<file path="src/common/core_exec_regs.svh">
// Constants for the instruction execution subset: opcodes, fields, counts
`ifndef CORE_EXEC_REGS_SVH
`define CORE_EXEC_REGS_SVH

// ************************************************************
// Opcode patterns (14-bit instruction word)
// ************************************************************
`define OPC_CLR_FILE_HI 7'h03
`define OPC_CLR_ACC    14'h0100
`define OPC_DEC_HI     6'h03
`define OPC_DECSKIP_HI 6'h0b
`define OPC_INCSKIP_HI 6'h0f
`define OPC_BRANCH_HI  3'h5
`define OPC_ORLIT_HI   6'h38

// ************************************************************
// Field positions and widths
// ************************************************************
`define FILE_ADDR_W    7
`define DEST_BIT       7
`define BRANCH_K_W     11
`define LATCH_LO_BIT   3
`define LATCH_HI_BIT   6
`define PC_W           15
`define DATA_W         8

// ************************************************************
// Reset values and cycle counts
// ************************************************************
`define ACC_RESET      8'h00
`define ZERO_RESET     1'b0
`define SKIP_CYCLES    2
`define BRANCH_CYCLES  2

`endif

</file>
<file path="src/common/core_exec_pkg.sv">
// Types shared by the execution subset block
package core_exec_pkg;

   // One-hot execution state
   typedef enum logic [2:0] {
      ST_RUN   = 3'b001,
      ST_FLUSH = 3'b010,
      ST_IDLE  = 3'b100
   } exec_state_t;

   // Decoded operation
   typedef enum logic [3:0] {
      OP_NONE, OP_CLR_FILE, OP_CLR_ACC, OP_DEC, OP_DECSKIP, OP_INCSKIP, OP_BRANCH, OP_ORLIT
   } exec_op_t;

   // Write-back to the file register memory
   typedef struct packed {
      logic       en;
      logic [6:0] addr;
      logic [7:0] data;
   } file_wr_t;

   // Program counter load request
   typedef struct packed {
      logic        en;
      logic [14:0] target;
   } pc_load_t;

endpackage

</file>
<file path="src/design/core_exec_subset.sv">
// Executes a subset of the core instruction set with skip and branch timing
`timescale 1ns/100ps
`include "core_exec_regs.svh"

// Notes on behaviour
// RULE1: Clear register writes zero, sets zero flag
// RULE2: File address 7 bits, destination bit 0/1
// RULE3: Decrement register, destination select, update zero flag
// RULE4: Clear accumulator loads zero, sets zero flag
// RULE5: Decrement-skip stores result, flags untouched
// RULE6: Zero decrement result replaces next with no_operation
// RULE7: Increment-skip stores result, flags untouched
// RULE8: Zero increment result takes two cycles
// RULE9: Branch: k into low, latch 6:3 high
// RULE10: Branch always takes two cycles
// RULE11: OR literal into accumulator, update zero flag
// RULE12: Zero flag equals result zero; wrap 256
module core_exec_subset #(
   parameter int ADDR_W = `FILE_ADDR_W,
   parameter int DATA_W = `DATA_W
) (
   // Clock and reset
   input wire logic i_ref_clk,
   input wire logic i_rst_n,
   // Instruction stream
   input wire logic i_instr_valid,
   input wire logic [13:0] i_instr,
   input wire logic [6:0] i_upper_jump_latch,
   // File register preload port
   input wire logic i_ext_wr_en,
   input wire logic [ADDR_W-1:0] i_ext_wr_addr,
   input wire logic [DATA_W-1:0] i_ext_wr_data,
   // Results
   output logic [DATA_W-1:0] o_accumulator,
   output logic o_zero_flag,
   output core_exec_pkg::pc_load_t o_pc_load,
   output core_exec_pkg::file_wr_t o_file_wr,
   output logic o_no_operation,
   output logic o_busy,
   output logic o_unknown_op
);
   import core_exec_pkg::*;

   // ************************************************************
   // Decode
   // ************************************************************

   // Decoding is shared between the issue stage and the unknown flag
   function automatic exec_op_t decode(input logic [13:0] w);
      exec_op_t r;
      r = OP_NONE;
      if (w[13:7] == `OPC_CLR_FILE_HI) begin
         r = OP_CLR_FILE;
      end else if (w == `OPC_CLR_ACC) begin
         r = OP_CLR_ACC;
      end else if (w[13:8] == `OPC_DEC_HI) begin
         r = OP_DEC;
      end else if (w[13:8] == `OPC_DECSKIP_HI) begin
         r = OP_DECSKIP;
      end else if (w[13:8] == `OPC_INCSKIP_HI) begin
         r = OP_INCSKIP;
      end else if (w[13:11] == `OPC_BRANCH_HI) begin
         r = OP_BRANCH;
      end else if (w[13:8] == `OPC_ORLIT_HI) begin
         r = OP_ORLIT;
      end
      return r;
   endfunction

   exec_state_t state;
   exec_state_t next_state;
   exec_op_t op_q;
   logic [13:0] instr_q;
   logic [6:0] latch_q;
   logic issue;
   logic [DATA_W-1:0] file_rd;
   logic [DATA_W-1:0] result;
   logic [ADDR_W-1:0] f_addr;
   logic dest_file;
   logic ram_wr_en;
   logic [ADDR_W-1:0] ram_wr_addr;
   logic [DATA_W-1:0] ram_wr_data;

   // Taken only while not busy, so a word offered in a flushed slot is dropped
   assign issue = i_instr_valid && !o_busy;
   assign f_addr = instr_q[ADDR_W-1:0]; // RULE2
   assign dest_file = instr_q[`DEST_BIT]; // RULE2

   // ************************************************************
   // Issue register: operand fetch occurs in the issue cycle
   // ************************************************************

   // Capture instruction; the execute stage sees it one cycle later
   always_ff @(posedge i_ref_clk or negedge i_rst_n) begin
      if (!i_rst_n) begin
         op_q <= OP_NONE;
         instr_q <= 14'h0000;
         latch_q <= 7'h00;
      end else if (issue) begin
         op_q <= decode(i_instr);
         instr_q <= i_instr;
         latch_q <= i_upper_jump_latch;
      end else begin
         op_q <= OP_NONE;
      end
   end

   // Unknown opcodes execute as no_operation and are flagged
   always_ff @(posedge i_ref_clk or negedge i_rst_n) begin
      if (!i_rst_n) begin
         o_unknown_op <= 1'b0;
      end else begin
         o_unknown_op <= issue && (decode(i_instr) == OP_NONE);
      end
   end

   exec_file_ram #(
      .ADDR_W(ADDR_W),
      .DATA_W(DATA_W)
   ) u_ram (
      .i_ref_clk(i_ref_clk),
      .i_rd_addr(i_instr[ADDR_W-1:0]),
      .o_rd_data(file_rd),
      .i_wr_en(ram_wr_en),
      .i_wr_addr(ram_wr_addr),
      .i_wr_data(ram_wr_data)
   );

   // ************************************************************
   // Execute
   // ************************************************************

   // Arithmetic result; 8-bit sums wrap modulo 256
   always_comb begin
      case (op_q)
         OP_DEC: result = file_rd - 8'h01; // RULE3 RULE12
         OP_DECSKIP: result = file_rd - 8'h01; // RULE5 RULE12
         OP_INCSKIP: result = file_rd + 8'h01; // RULE7 RULE12
         OP_ORLIT: result = o_accumulator | instr_q[7:0]; // RULE11
         default: result = 8'h00; // RULE1 RULE4
      endcase
   end

   // File write-back: clear always writes, decrement and skip forms by destination bit
   always_comb begin
      o_file_wr.en = 1'b0;
      o_file_wr.addr = f_addr;
      o_file_wr.data = result;
      case (op_q)
         OP_CLR_FILE: o_file_wr.en = 1'b1; // RULE1
         OP_DEC, OP_DECSKIP, OP_INCSKIP: o_file_wr.en = dest_file; // RULE3 RULE5 RULE7
         default: o_file_wr.en = 1'b0;
      endcase
   end

   // Execution write-back has priority over the preload port
   assign ram_wr_en = o_file_wr.en | i_ext_wr_en;
   assign ram_wr_addr = o_file_wr.en ? o_file_wr.addr : i_ext_wr_addr;
   assign ram_wr_data = o_file_wr.en ? o_file_wr.data : i_ext_wr_data;

   // Accumulator updates
   always_ff @(posedge i_ref_clk or negedge i_rst_n) begin
      if (!i_rst_n) begin
         o_accumulator <= `ACC_RESET;
      end else begin
         case (op_q)
            OP_CLR_ACC: o_accumulator <= 8'h00; // RULE4
            OP_ORLIT: o_accumulator <= result; // RULE11
            OP_DEC, OP_DECSKIP, OP_INCSKIP: begin
               if (!dest_file) begin
                  o_accumulator <= result; // RULE3 RULE5 RULE7
               end
            end
            default: o_accumulator <= o_accumulator;
         endcase
      end
   end

   // Zero flag: skip forms and branch leave it alone
   always_ff @(posedge i_ref_clk or negedge i_rst_n) begin
      if (!i_rst_n) begin
         o_zero_flag <= `ZERO_RESET;
      end else begin
         case (op_q)
            OP_CLR_FILE, OP_CLR_ACC: o_zero_flag <= 1'b1; // RULE1 RULE4
            OP_DEC, OP_ORLIT: o_zero_flag <= (result == 8'h00); // RULE3 RULE11 RULE12
            default: o_zero_flag <= o_zero_flag; // RULE5 RULE7
         endcase
      end
   end

   // Branch target: low bits from the literal, high bits from latch 6:3
   always_ff @(posedge i_ref_clk or negedge i_rst_n) begin
      if (!i_rst_n) begin
         o_pc_load <= '0;
      end else begin
         o_pc_load.en <= (op_q == OP_BRANCH); // RULE9
         o_pc_load.target <= {latch_q[`LATCH_HI_BIT:`LATCH_LO_BIT],
                              instr_q[`BRANCH_K_W-1:0]}; // RULE9
      end
   end

   // ************************************************************
   // Sequencing: a zero skip result and any branch cost one flushed cycle
   // ************************************************************

   // Next state: a zero skip result or any branch flushes the next slot
   always_comb begin
      next_state = state;
      case (state)
         ST_RUN: begin
            if (op_q == OP_BRANCH) begin
               next_state = ST_FLUSH; // RULE10
            end else if ((op_q == OP_DECSKIP || op_q == OP_INCSKIP) && result == 8'h00) begin
               next_state = ST_FLUSH; // RULE6 RULE8
            end
         end
         ST_FLUSH: next_state = ST_RUN;
         ST_IDLE: next_state = ST_RUN;
         default: next_state = ST_RUN;
      endcase
   end

   // State register; reset parks in IDLE so busy holds off the first fetch
   always_ff @(posedge i_ref_clk or negedge i_rst_n) begin
      if (!i_rst_n) begin
         state <= ST_IDLE;
      end else begin
         state <= next_state;
      end
   end

   // Flush cycle executes as no_operation; busy holds off the fetch side
   assign o_no_operation = (state == ST_FLUSH); // RULE6 RULE8 RULE10
   assign o_busy = (state != ST_RUN) || (next_state == ST_FLUSH);
endmodule

</file>
<file path="src/design/exec_file_ram.sv">
// Small file register memory with registered read data
`timescale 1ns/100ps
module exec_file_ram #(
   parameter int ADDR_W = 7,
   parameter int DATA_W = 8
) (
   // Clock
   input wire logic i_ref_clk,
   // Read port
   input wire logic [ADDR_W-1:0] i_rd_addr,
   output logic [DATA_W-1:0] o_rd_data,
   // Write port
   input wire logic i_wr_en,
   input wire logic [ADDR_W-1:0] i_wr_addr,
   input wire logic [DATA_W-1:0] i_wr_data
);
   logic [DATA_W-1:0] mem [0:(1<<ADDR_W)-1];

   // Write, then registered read; no reset, contents are software state
   always_ff @(posedge i_ref_clk) begin
      if (i_wr_en) begin
         mem[i_wr_addr] <= i_wr_data;
      end
      o_rd_data <= mem[i_rd_addr];
   end
endmodule

</file>
<file path="config.mk">
export PLATFORM = sky130hd
export DESIGN_NAME = core_exec_subset
export DESIGN_NICKNAME = d
export VERILOG_FILES = /design/src/common/core_exec_pkg.sv /design/src/design/core_exec_subset.sv /design/src/design/exec_file_ram.sv
export VERILOG_INCLUDE_DIRS = /design/src /design/src/common
export SDC_FILE = /design/constraint.sdc
export NUM_CORES = 1
export LEC_CHECK = 0
export BUFFER_PORTS_ARGS = -buffer_cell sky130_fd_sc_hd__clkbuf_2
export CELL_PAD_IN_SITES_DETAIL_PLACEMENT = 1
export CELL_PAD_IN_SITES_GLOBAL_PLACEMENT = 1
export CORE_ASPECT_RATIO = 1.1
export CORE_UTILIZATION = 38
export CTS_BUF_LIST = sky130_fd_sc_hd__clkbuf_2
export DETAILED_ROUTE_END_ITERATION = 8
export GPL_ROUTABILITY_DRIVEN = 0
export PLACE_DENSITY = 0.56
export SKIP_CTS_REPAIR_TIMING = 1
export SLEW_MARGIN = 15
export SYNTH_ARGS = -nofsm -noshare
export SYNTH_HDL_FRONTEND = slang
export SYNTH_SLANG_ARGS = --single-unit
</file>
<file path="constraint.sdc">
create_clock -name i_ref_clk -period 13.8 [get_ports i_ref_clk]
set_clock_uncertainty 0.05 [all_clocks]
set_input_delay 2.76 -clock i_ref_clk [delete_from_list [all_inputs] [get_ports i_ref_clk]]
set_output_delay 2.76 -clock i_ref_clk [all_outputs]
set_load 0.01 [all_outputs]
</file>
==> run_results.csv, run 1 <==
group,metric,value,unit
worst_setup_path,critical_path_buf_inv_count,2,
yosys,syn-num-nets,2132,
sta,setup_tns,0,ps
global_route,antenna_found_initial,6,
worst_setup_path,required,10990,ps
sta,finalHoldViolations,0,
sta,whs,331,ps
worst_setup_path,worstSetupPathType,"flip-flop to output port",
yosys,synth_largest_area_cell,"edfxtp_1",
die,num_rows,128,
sta,setup_violations,0,
yosys,synthTopCellsByArea,"edfxtp_1 (72%), mux4_2 (14%), dfrtp_1 (2.7%), nor2_1 (1.5%), mux2i_1 (1.5%)",
final_layout,regArea,32100,µm²
yosys,postSynthAreaPerCell,20.6,µm²
worst_setup_path,slowest_stage,"dfrtp_1",
drt,wl_per_cell,28.2,µm
final_layout,instances_no_fill,4027,
drt,drtPass1Iterations,5,
yosys,ys_async_sr_fraction,4.36,%
worst_setup_path,crit_arrival,4440,ps
drt,ant_nets,0,
clocking,clockBufferDepth,4,
yosys,synth_top_area_share,71.6,%
die,placeableCoreArea,111000,µm²
yosys,synthFlopType,"edfxtp_1",
clocking,path_clk_slew,90,ps
drt,routed_via_density,5.40,
sta,worst_slew_pin_slew,1170,ps
worst_setup_path,critPathLaunchType,"flip-flop",
yosys,synth-edff-count,1024,
global_route,grt_pass1_wl,164000,µm
yosys,synth_seq_cells,1079,
final_layout,post-route-util,42.3,%
final_layout,multi_input_area,10100,µm²
run,maxCapViolations,0,
worst_setup_path,max_stage_delay,560,ps
sta,maxSlewViolCount,0,
global_route,grt_pass1_vias,23700,
final_layout,final_net_count,2403,
worst_setup_path,worst_setup_path_end_kind,"output port",
sta,clock.fmax,138,MHz
die,die_h,355,µm
drt,first_iter_violations,1727,
die,fp.dieW,322,µm
clocking,ctsHtreeMaxLevel,5,
sta,rsz0062_at_grt,"no",
final_layout,layout_common_cells,"edfxtp_1 (1024), clkbuf_2 (478), mux4_2 (266)",
worst_setup_path,critPathMaxFanout,13,
outcome,status,"finished clean",
clocking,clock-root-buffer,"clkbuf_2",
drt,vias,21800,
final_layout,fill_cells,10700,
min_path,hold_class,"flip-flop to flip-flop",
global_route,gr-total-overflow,0,
clocking,numClockSinks,1079,
final_layout,drive_gt1_share,33.9,%
die,initial_utilization,38.6,%
clocking,clkLatencyLatePin,1480,ps
power,power.density,131,nW/µm²
yosys,yosysUniqueCellTypes,83,
power,p_leak,15.5,nW
worst_setup_path,crit_chain,"nand3b_4 -> ha_1 -> or2_1 -> a21oi_1 -> o31a_1 -> inv_2 -> nor4_4 -> nand4_1 -> nand2_1 -> clkbuf_2",
sta,slew_headroom,22.2,%
final_layout,final_common_cell,"edfxtp_1",
die,dieArea,114000,µm²
global_route,grtUsageTotal,20.1,%
die,io_pins,84,
clocking,numCtsBuffers,284,
yosys,synth_cells,2084,
place,port_buffers,80,
yosys,synthesis.area,42900,µm²
clocking,cts_tree,"yes",
power,ir_worst_vdd,0.0000781,V
worst_setup_path,cpLargestDelayFamily,"simple AND/OR/NAND/NOR gates",
yosys,synth_warnings,0,
power,finalPower,6.17,mW
drt,wirelength,113000,µm
global_route,grt_max_degree,108,
sta,fin_crit,7250,ps
drt,drcViolationCount,0,
final_layout,synthToLayoutAreaGrowth,9.63,%
place,post-dp-hpwl,69200,µm
place,place_inst,3564,
yosys,seq_area_frac_synth,74.7,%
sta,fin_crit_sh,52.6,%
path summary, 6_finish.rpt:
check                      slack (ps)  cells past startpoint                         end                    from
hold reg to reg                   330                      0     o_pc_load[12]$_DFF_PN0_  latch_q[4]$_DFFE_PN0P_
hold / removal                    330                      0     o_pc_load[12]$_DFF_PN0_  latch_q[4]$_DFFE_PN0P_
min in group asynchronous        1340                      2      o_pc_load[8]$_DFF_PN0_                 i_rst_n
setup reg to reg                 9010                      8  u_ram.mem[41][1]$_DFFE_PP_       op_q[2]$_DFF_PN0_
max in group asynchronous       11920                      2      o_pc_load[5]$_DFF_PN0_                 i_rst_n
setup / recovery                 6550                     10                      o_busy       op_q[1]$_DFF_PN0_
worst register-to-register path, stage by stage (launching register included):
cell and delay (ps):
dfrtp_1 650, and2b_1 270, a22oi_4 550, inv_2 450, nor3_1 320, o21ai_1 300, nand2b_1 590, buf_4 390
nor2_1 780
sequential cells by signal (all words and copies together) (netlist names):
register / flops
o_zero_flag: 1
latch_q: 4
u_ram.o_rd_data: 8
o_accumulator: 8
o_unknown_op: 1
op_q: 3
state: 3
o_pc_load: 16
u_ram.mem: 1024
instr_q: 11
through the flow:
step	worst slack, ps	cell area [µm²]
2_1_floorplan	6600	42900
3_3_place_gp	7120	44800
3_5_place_dp	7100	44800
4_1_cts	6240	47100
5_1_grt	6100	47100
6_report	6550	47100
cell usage after synthesis, drive strengths merged (4+ instances only):
cell type  instances
o21ai             28
and3               8
a31oi             13
a211o              6
o211ai             7
nor3               6
nand3             14
mux4             273
buf               90
or3                4
clkbuf            33
nor3b             11
nand2             57
ha                 7
edfxtp          1024
nand4             12
dfxtp              8
mux2              30
nor2b              8
o21bai             4
dfrtp             46
a22oi             15
a32oi             15
o22ai             11
a22o               5
a221oi             4
inv               11
mux2i             64
a21oi             18
nor2             174
or2               12
nand2b            17
metal layers:
layer  wire [µm]  track usage (%)  share of wire [%]  vias up
met5           0                0                  0        -
met1       48200             26.4                 42    11600
met4        2410             7.18                2.1        0
met2       56200             32.7                 49      725
met3        6670             4.76                5.9      158
li1            -                -                  -     9273
final cells by class:
type | instances | area share [%]
multi-input cells | 870 | 21.5
well taps | 1495 | 3.97
clock buffers | 401 | 4.26
diodes | 4 | 0.0213
clock inverters | 58 | 0.593
flip-flops and latches | 1079 | 68.2
repair buffers | 109 | 1.44
inverters | 11 | 0.0877
cell families (layout without fill, tap and decap cells):
| kind of cell | after synthesis | after routing | synth area share [%] |
|---|---|---|---|
| mux | 367 | 367 | 16.7 |
| other cells | 1 | 5 | 0.00873 |
| compound gates | 148 | 148 | 2.47 |
| xor+xnor | 3 | 3 | 0.0612 |
| flops | 1079 | 1079 | 74.7 |
| simple gates | 343 | 343 | 3.80 |
| fa+ha+maj | 8 | 8 | 0.251 |
| buf+inv | 135 | 579 | 1.95 |
power breakdown:
part / leakage (nW) / total (mW) / switching, mW / internal [mW]
sequential: 9.85 / 3.66 / 0.0229 / 3.63
combinational: 3.81 / 0.452 / 0.298 / 0.154
clock: 1.81 / 2.06 / 1.26 / 0.806
total: 15.5 / 6.17 / 1.58 / 4.59
(Power assumes the default switching activity.)
==> run 2, diff against run 1 <==
--- a/config.mk
+++ b/config.mk
@@ -14,7 +14,7 @@
 export CTS_BUF_LIST = sky130_fd_sc_hd__clkbuf_2
 export DETAILED_ROUTE_END_ITERATION = 8
 export GPL_ROUTABILITY_DRIVEN = 0
-export PLACE_DENSITY = 0.56
+export PLACE_DENSITY = 0.58
 export SKIP_CTS_REPAIR_TIMING = 1
 export SLEW_MARGIN = 15
 export SYNTH_ARGS = -nofsm -noshare
==> constraint.sdc (replaced) <==
create_clock -name i_ref_clk -period 5.9 [get_ports i_ref_clk]
set_clock_uncertainty 0.05 [all_clocks]
set_input_delay 1.18 -clock i_ref_clk [delete_from_list [all_inputs] [get_ports i_ref_clk]]
set_output_delay 1.18 -clock i_ref_clk [all_outputs]
set_load 0.01 [all_outputs]
==> run 2 against run 1 <==
Sequential power rose by 130%. Non-clock buffer count is 44 higher. Wire length rose by 0.98%. Sequential share of layout area fell by 0.59 points. Core utilization increased by 0.37 points. Critical path depth down 1. First-iteration DRC count is 3.9% lower. Hold slack lost 120 ps. Count of clock-buffer cells in the layout is 11 lower. Clock power grew 130%. Total power is 130% higher. Global-route usage increased by 0.17 points.
==> run_results.csv, run 2 (synthesis results as in run 1) <==
group,metric,value,unit
outcome,status,"finished clean",
die,placeableCoreArea,111000,µm²
final_layout,fill_cells,10700,
power,ir_worst_vdd,0.000178,V
final_layout,synthToLayoutAreaGrowth,10.6,%
global_route,antenna_found_initial,7,
sta,fin_crit_sh,93.5,%
final_layout,fin_area,47500,µm²
clocking,clock-root-buffer,"clkbuf_2",
sta,setup_tns,0,ps
final_layout,final_net_count,2448,
global_route,use_met1,27.7,%
worst_setup_path,crit_arrival,4290,ps
clocking,clockBufferDepth,4,
sta,fin_crit,5520,ps
final_layout,drive_gt1_share,34.2,%
final_layout,largest-register,"u_ram.mem",
die,num_rows,128,
clocking,cts_tree,"yes",
worst_setup_path,worstSetupPathType,"flip-flop to output port",
worst_setup_path,worst_setup_path_end_kind,"output port",
drt,drtPass1Iterations,5,
die,fp.dieW,322,µm
power,p_leak,15.7,nW
final_layout,layout_common_cells,"edfxtp_1 (1024), clkbuf_2 (467), mux4_2 (266)",
global_route,grt_max_degree,129,
sta,whs,212,ps
sta,finalHoldViolations,0,
place,port_buffers,80,
place,place_inst,3594,
final_layout,final_common_cell,"edfxtp_1",
die,initial_utilization,38.6,%
drt,routed_via_density,5.44,
die,die_h,355,µm
drt,wl_per_cell,28.2,µm
clocking,path_clk_slew,90,ps
sta,setup_violations,0,
clocking,numCtsBuffers,285,
sta,rsz0062_at_grt,"no",
worst_setup_path,crit_start,"op_q[1]$_DFF_PN0_",
global_route,grt_pass1_vias,23500,
drt,wirelength,115000,µm
place,place_area,45100,µm²
min_path,hold_class,"input pin to flip-flop",
worst_setup_path,critPathMaxFanout,13,
die,io_pins,84,
global_route,gr-total-overflow,0,
drt,ant_nets,0,
sta,clock.fmax,181,MHz
sta,maxSlewViolCount,0,
global_route,use_met2,32.4,%
final_layout,largest_reg_flops,1024,
worst_setup_path,critPathLaunchType,"flip-flop",
die,dieArea,114000,µm²
clocking,ctsHtreeMaxLevel,5,
place,post-dp-hpwl,70400,µm
drt,vias,22100,
run,maxCapViolations,0,
global_route,grtUsageTotal,20.3,%
power,power.density,302,nW/µm²
sta,slew_headroom,22.7,%
final_layout,instances_no_fill,4062,
global_route,grt_busiest_layer,"met2",
clocking,numClockSinks,1079,
worst_setup_path,required,4670,ps
min_path,worstHoldStart,"i_instr[12]",
clocking,clkLatencyLatePin,1510,ps
drt,first_iter_violations,1660,
final_layout,top_regs,"u_ram.mem (1024), o_pc_load (16), instr_q (11)",
global_route,grt_pass1_wl,165000,µm
sta,worst_slew_pin_slew,1160,ps
worst_setup_path,reg2reg_from,"op_q[2]$_DFF_PN0_",
drt,drcViolationCount,0,
global_route,use_met3,4.76,%
==> run 2: stage by stage <==
step                util [%]  power [mW]  worst slack (ps)
floorplan                  -        9.37               395
global placement        40.6        9.79              1450
detailed placement      40.6        9.82              1330
CTS                     42.5        14.5              1.78
global route            42.7        14.9              8.98
finish                  42.7        14.3               382
==> run 2: final cells by class <==
class / instances / area, µm² / area share (%)
Clock buffer: 390 / 1950 / 4.11
Timing Repair Buffer: 153 / 1190 / 2.51
Antenna cell: 5 / 12.5 / 0.0263
Sequential cell: 1079 / 32100 / 67.6
Clock inverter: 59 / 229 / 0.482
Tap cell: 1495 / 1870 / 3.94
Multi-Input combinational cell: 870 / 10100 / 21.3
Inverter: 11 / 41.3 / 0.0870
==> run 2: where the power goes <==
group	internal, mW	total (mW)	switching (mW)
clock network	1.75	4.69	2.93
logic	0.387	1.09	0.706
registers	8.49	8.55	0.0547
==> run 2: path summary, 6_finish.rpt <==
kind	slack, ps	endpoint	cells after the start
max	380	o_busy	9
min	210	op_q[1]$_DFF_PN0_	5
max reg2reg	1430	u_ram.mem[108][0]$_DFFE_PP_	7
min reg2reg	330	o_pc_load[14]$_DFF_PN0_	0
max in group asynchronous	5060	op_q[0]$_DFF_PN0_	3
min in group asynchronous	260	latch_q[4]$_DFFE_PN0P_	3
==> run 2: worst max-delay path, stage by stage, from the launching register on <==
cell	delay, ps
dfrtp_2	510
nand3b_4	260
fa_1	460
a21o_1	190
a211oi_1	390
o32ai_2	220
nor4_4	380
nand4_1	190
nand2_1	110
clkbuf_2	130
==> run 2: per-layer routing <==
layer / vias up / wire, µm
li1: 9344 / -
met1: 11900 / 50000
met2: 722 / 55400
met3: 143 / 6630
met4: 6 / 2510
met5: - / 41
==> run 3, diff against run 2 <==
--- a/config.mk
+++ b/config.mk
@@ -6,6 +6,7 @@
 export SDC_FILE = /design/constraint.sdc
 export NUM_CORES = 1
 export LEC_CHECK = 0
+export ABC_AREA = 1
 export BUFFER_PORTS_ARGS = -buffer_cell sky130_fd_sc_hd__clkbuf_2
 export CELL_PAD_IN_SITES_DETAIL_PLACEMENT = 1
 export CELL_PAD_IN_SITES_GLOBAL_PLACEMENT = 1
@@ -14,7 +15,8 @@
 export CTS_BUF_LIST = sky130_fd_sc_hd__clkbuf_2
 export DETAILED_ROUTE_END_ITERATION = 8
 export GPL_ROUTABILITY_DRIVEN = 0
-export PLACE_DENSITY = 0.58
+export PLACE_DENSITY = 0.62
+export REMOVE_ABC_BUFFERS = 1
 export SKIP_CTS_REPAIR_TIMING = 1
 export SLEW_MARGIN = 15
 export SYNTH_ARGS = -nofsm -noshare
==> run 3 against run 2 <==
Combinational power is 15% higher. Critical endpoint unchanged. Hold slack got worse by 100 ps. Maximum frequency rose by 2.1%. Clock power increased by 5.3%.
==> run_results.csv, run 3 <==
group,metric,value,unit
sta,slew_headroom,17.5,%
global_route,grt_busiest_layer,"met2",
place,place_area,45400,µm²
worst_setup_path,crit_arrival,4180,ps
place,post-dp-hpwl,73300,µm
place,port_buffers,80,
worst_setup_path,cpLargestDelayFamily,"simple AND/OR/NAND/NOR gates",
drt,ant_nets,0,
worst_setup_path,critical_path_depth,14,
yosys,synthFlopType,"edfxtp_1",
yosys,synth_warnings,0,
sta,fin_crit,5410,ps
global_route,antenna_found_initial,5,
drt,drcViolationCount,0,
worst_setup_path,worstRegToRegCells,11,
clocking,clock-root-buffer,"clkbuf_2",
final_layout,fin_area,47900,µm²
drt,wl_per_cell,24.2,µm
final_layout,top_regs,"u_ram.mem (1024), o_pc_load (16), instr_q (11)",
run,maxCapViolations,0,
clocking,clkLatencyLatePin,1540,ps
sta,worst_slew_pin_slew,1230,ps
worst_setup_path,crit_start,"op_q[1]$_DFF_PN0_",
worst_setup_path,critPathLaunchType,"flip-flop",
clocking,ctsHtreeMaxLevel,5,
final_layout,largest_reg_flops,1024,
final_layout,largest-register,"u_ram.mem",
yosys,synth_seq_cells,1079,
worst_setup_path,reg2reg_to,"u_ram.mem[56][1]$_DFFE_PP_",
die,io_pins,84,
worst_setup_path,reg2reg_from,"op_q[2]$_DFF_PN0_",
yosys,synth.most_common_cell,"edfxtp_1",
die,fp.dieW,324,µm
global_route,gr-total-overflow,0,
clocking,cts_tree,"yes",
drt,drtPass1Iterations,5,
clocking,numCtsBuffers,290,
final_layout,final_common_cell,"edfxtp_1",
sta,layout_setup_ws,493,ps
yosys,synth_top_area_share,71.1,%
yosys,synth_largest_area_cell,"edfxtp_1",
global_route,grt_pass1_vias,30100,
worst_setup_path,slowest_stage,"dfrtp_1",
clocking,path_clk_slew,90,ps
power,ir_worst_vdd,0.000175,V
worst_setup_path,rrSetupSlack,1390,ps
sta,fin_crit_sh,91.6,%
power,p_leak,16.0,nW
die,dieArea,115000,µm²
die,num_rows,129,
drt,first_iter_violations,2318,
worst_setup_path,crit_chain,"inv_2 -> nand3_2 -> ha_1 -> or2_2 -> nand2_1 -> nand2_1 -> nand3_1 -> nand2_1 -> inv_1 -> nand3_1 -> nor2_2 -> nand3_2 -> nand3_2 -> clkbuf_2",
worst_setup_path,max_stage_delay,460,ps
place,place_ws,1460,ps
worst_setup_path,worstSetupPathType,"flip-flop to output port",
global_route,grt_max_degree,135,
yosys,synthTopCellsByArea,"edfxtp_1 (71%), nor2_1 (6.8%), o21ai_0 (6.3%), dfrtp_1 (2.7%), nand2_1 (2.2%)",
worst_setup_path,worst_setup_path_end_kind,"output port",
worst_setup_path,critical_path_buf_inv_count,3,
yosys,synth_cells,3460,
final_layout,layout_common_cells,"edfxtp_1 (1024), nor2_1 (777), o21ai_0 (539)",
yosys,postSynthAreaPerCell,12.5,µm²
die,placeableCoreArea,113000,µm²
sta,rsz0062_at_grt,"no",
global_route,use_met1,28.8,%
sta,maxSlewViolCount,0,
final_layout,synthToLayoutAreaGrowth,10.8,%
yosys,ys_async_sr_fraction,4.36,%
drt,routed_via_density,5.43,
yosys,seq_area_frac_synth,74.2,%
yosys,yosysUniqueCellTypes,42,
sta,setup_violations,0,
final_layout,drive_gt1_share,16.3,%
sta,finalHoldViolations,0,
worst_setup_path,critPathMaxFanout,9,
outcome,status,"finished clean",
global_route,grtUsageTotal,22.5,%
yosys,synthesis.area,43200,µm²
yosys,netlist_top_cells_count,"edfxtp_1 (1024), nor2_1 (779), o21ai_0 (543)",
final_layout,final_net_count,3726,
min_path,hold_class,"input pin to flip-flop",
die,initial_utilization,38.4,%
worst_setup_path,required,4670,ps
worst_setup_path,crit_end,"o_busy",
global_route,use_met3,4.44,%
clocking,clockBufferDepth,4,
die,die_h,356,µm
yosys,synth-edff-count,1024,
global_route,use_met2,37.7,%
sta,clock.fmax,185,MHz
drt,vias,29100,
drt,wirelength,129000,µm
power,power.density,308,nW/µm²
global_route,grt_pass1_wl,191000,µm
clocking,numClockSinks,1079,
[run 3: changes by cell type after synthesis, moves of 23 or more]
cell	change
buf_4	-26
clkbuf_1	+145
inv_1	+29
mux2_2	-23
mux2i_1	-64
mux4_2	-266
nand2_1	+196
nand3_1	+116
nor2_1	+607
o211ai_1	+67
o21ai_0	+522
o221ai_1	+44
o22ai_1	+140
[run 3: worst reg2reg max path, stage by stage (launching register included)]
cell and delay, ps:
dfrtp_1 440, inv_2 100, nor2_2 170, a21oi_1 100, nor2_4 470, inv_2 370, o21ai_2 380, inv_2 130
nor3_2 220, nand2_1 550, buf_4 440, nor2_1 700
[run 3: worst min-delay path by stage]
stage	slack, ps	end	startpoint	cells past startpoint
2_1_floorplan	300	o_pc_load[10]$_DFF_PN0_	instr_q[10]$_DFFE_PN0P_	0
3_3_place_gp	310	o_pc_load[14]$_DFF_PN0_	latch_q[6]$_DFFE_PN0P_	0
3_5_place_dp	310	o_pc_load[9]$_DFF_PN0_	instr_q[9]$_DFFE_PN0P_	0
4_1_cts	-500	state[0]$_DFF_PN0_	i_rst_n	2
5_1_grt	30	o_unknown_op$_DFF_PN0_	i_instr[13]	6
6_report	110	o_unknown_op$_DFF_PN0_	i_instr[13]	6
[run 3: cell type report]
cell class,instances,area [µm²]
sequential,1079,32100
tap,1506,1880
antenna,3,7.51
inverter,51,204
fill,12100,64800
timing repair buffer,158,1260
multi-input combinational,2098,10100
clock buffer,407,2040
clock inverter,56,295
[run 3: logic make-up (layout without fill, tap and decap cells)]
logic type | after synthesis | count (layout) | share of synthesized area [%]
and+or+nand+nor | 1212 | 1212 | 11.3
DFF | 1079 | 1079 | 74.2
AOI/OAI and AO/OA | 877 | 877 | 11.6
buffers and inverters | 283 | 672 | 2.66
adders and majority gates | 8 | 8 | 0.249
other | 1 | 4 | 0.00867
[run 3: metrics by stage]
stage	util (%)	cells	hold WS [ps]	total power, mW	TNS [ps]
6_report	42.5	5358	109	14.8	0
3_5_place_dp	40.3	4878	312	10.0	0
4_1_cts	42.4	5341	-497	14.9	0
3_3_place_gp	40.3	4878	308	9.98	0
2_1_floorplan	-	3228	304	9.40	-1181070
5_1_grt	42.5	5358	28.6	15.4	0
[run 3: power by group]
group	internal [mW]	switching [mW]	total [mW]
logic	0.318	0.931	1.25
clock network	1.95	2.98	4.94
registers	8.52	0.0593	8.58
[run 3: routing by layer]
layer  wire, µm  vias up  part of all wire [%]
li1           -    13200                     -
met1      55400    14800                    43
met2      64100      830                    50
met3       6600      195                   5.1
met4       3350        0                   2.6
met5          0        -                     0
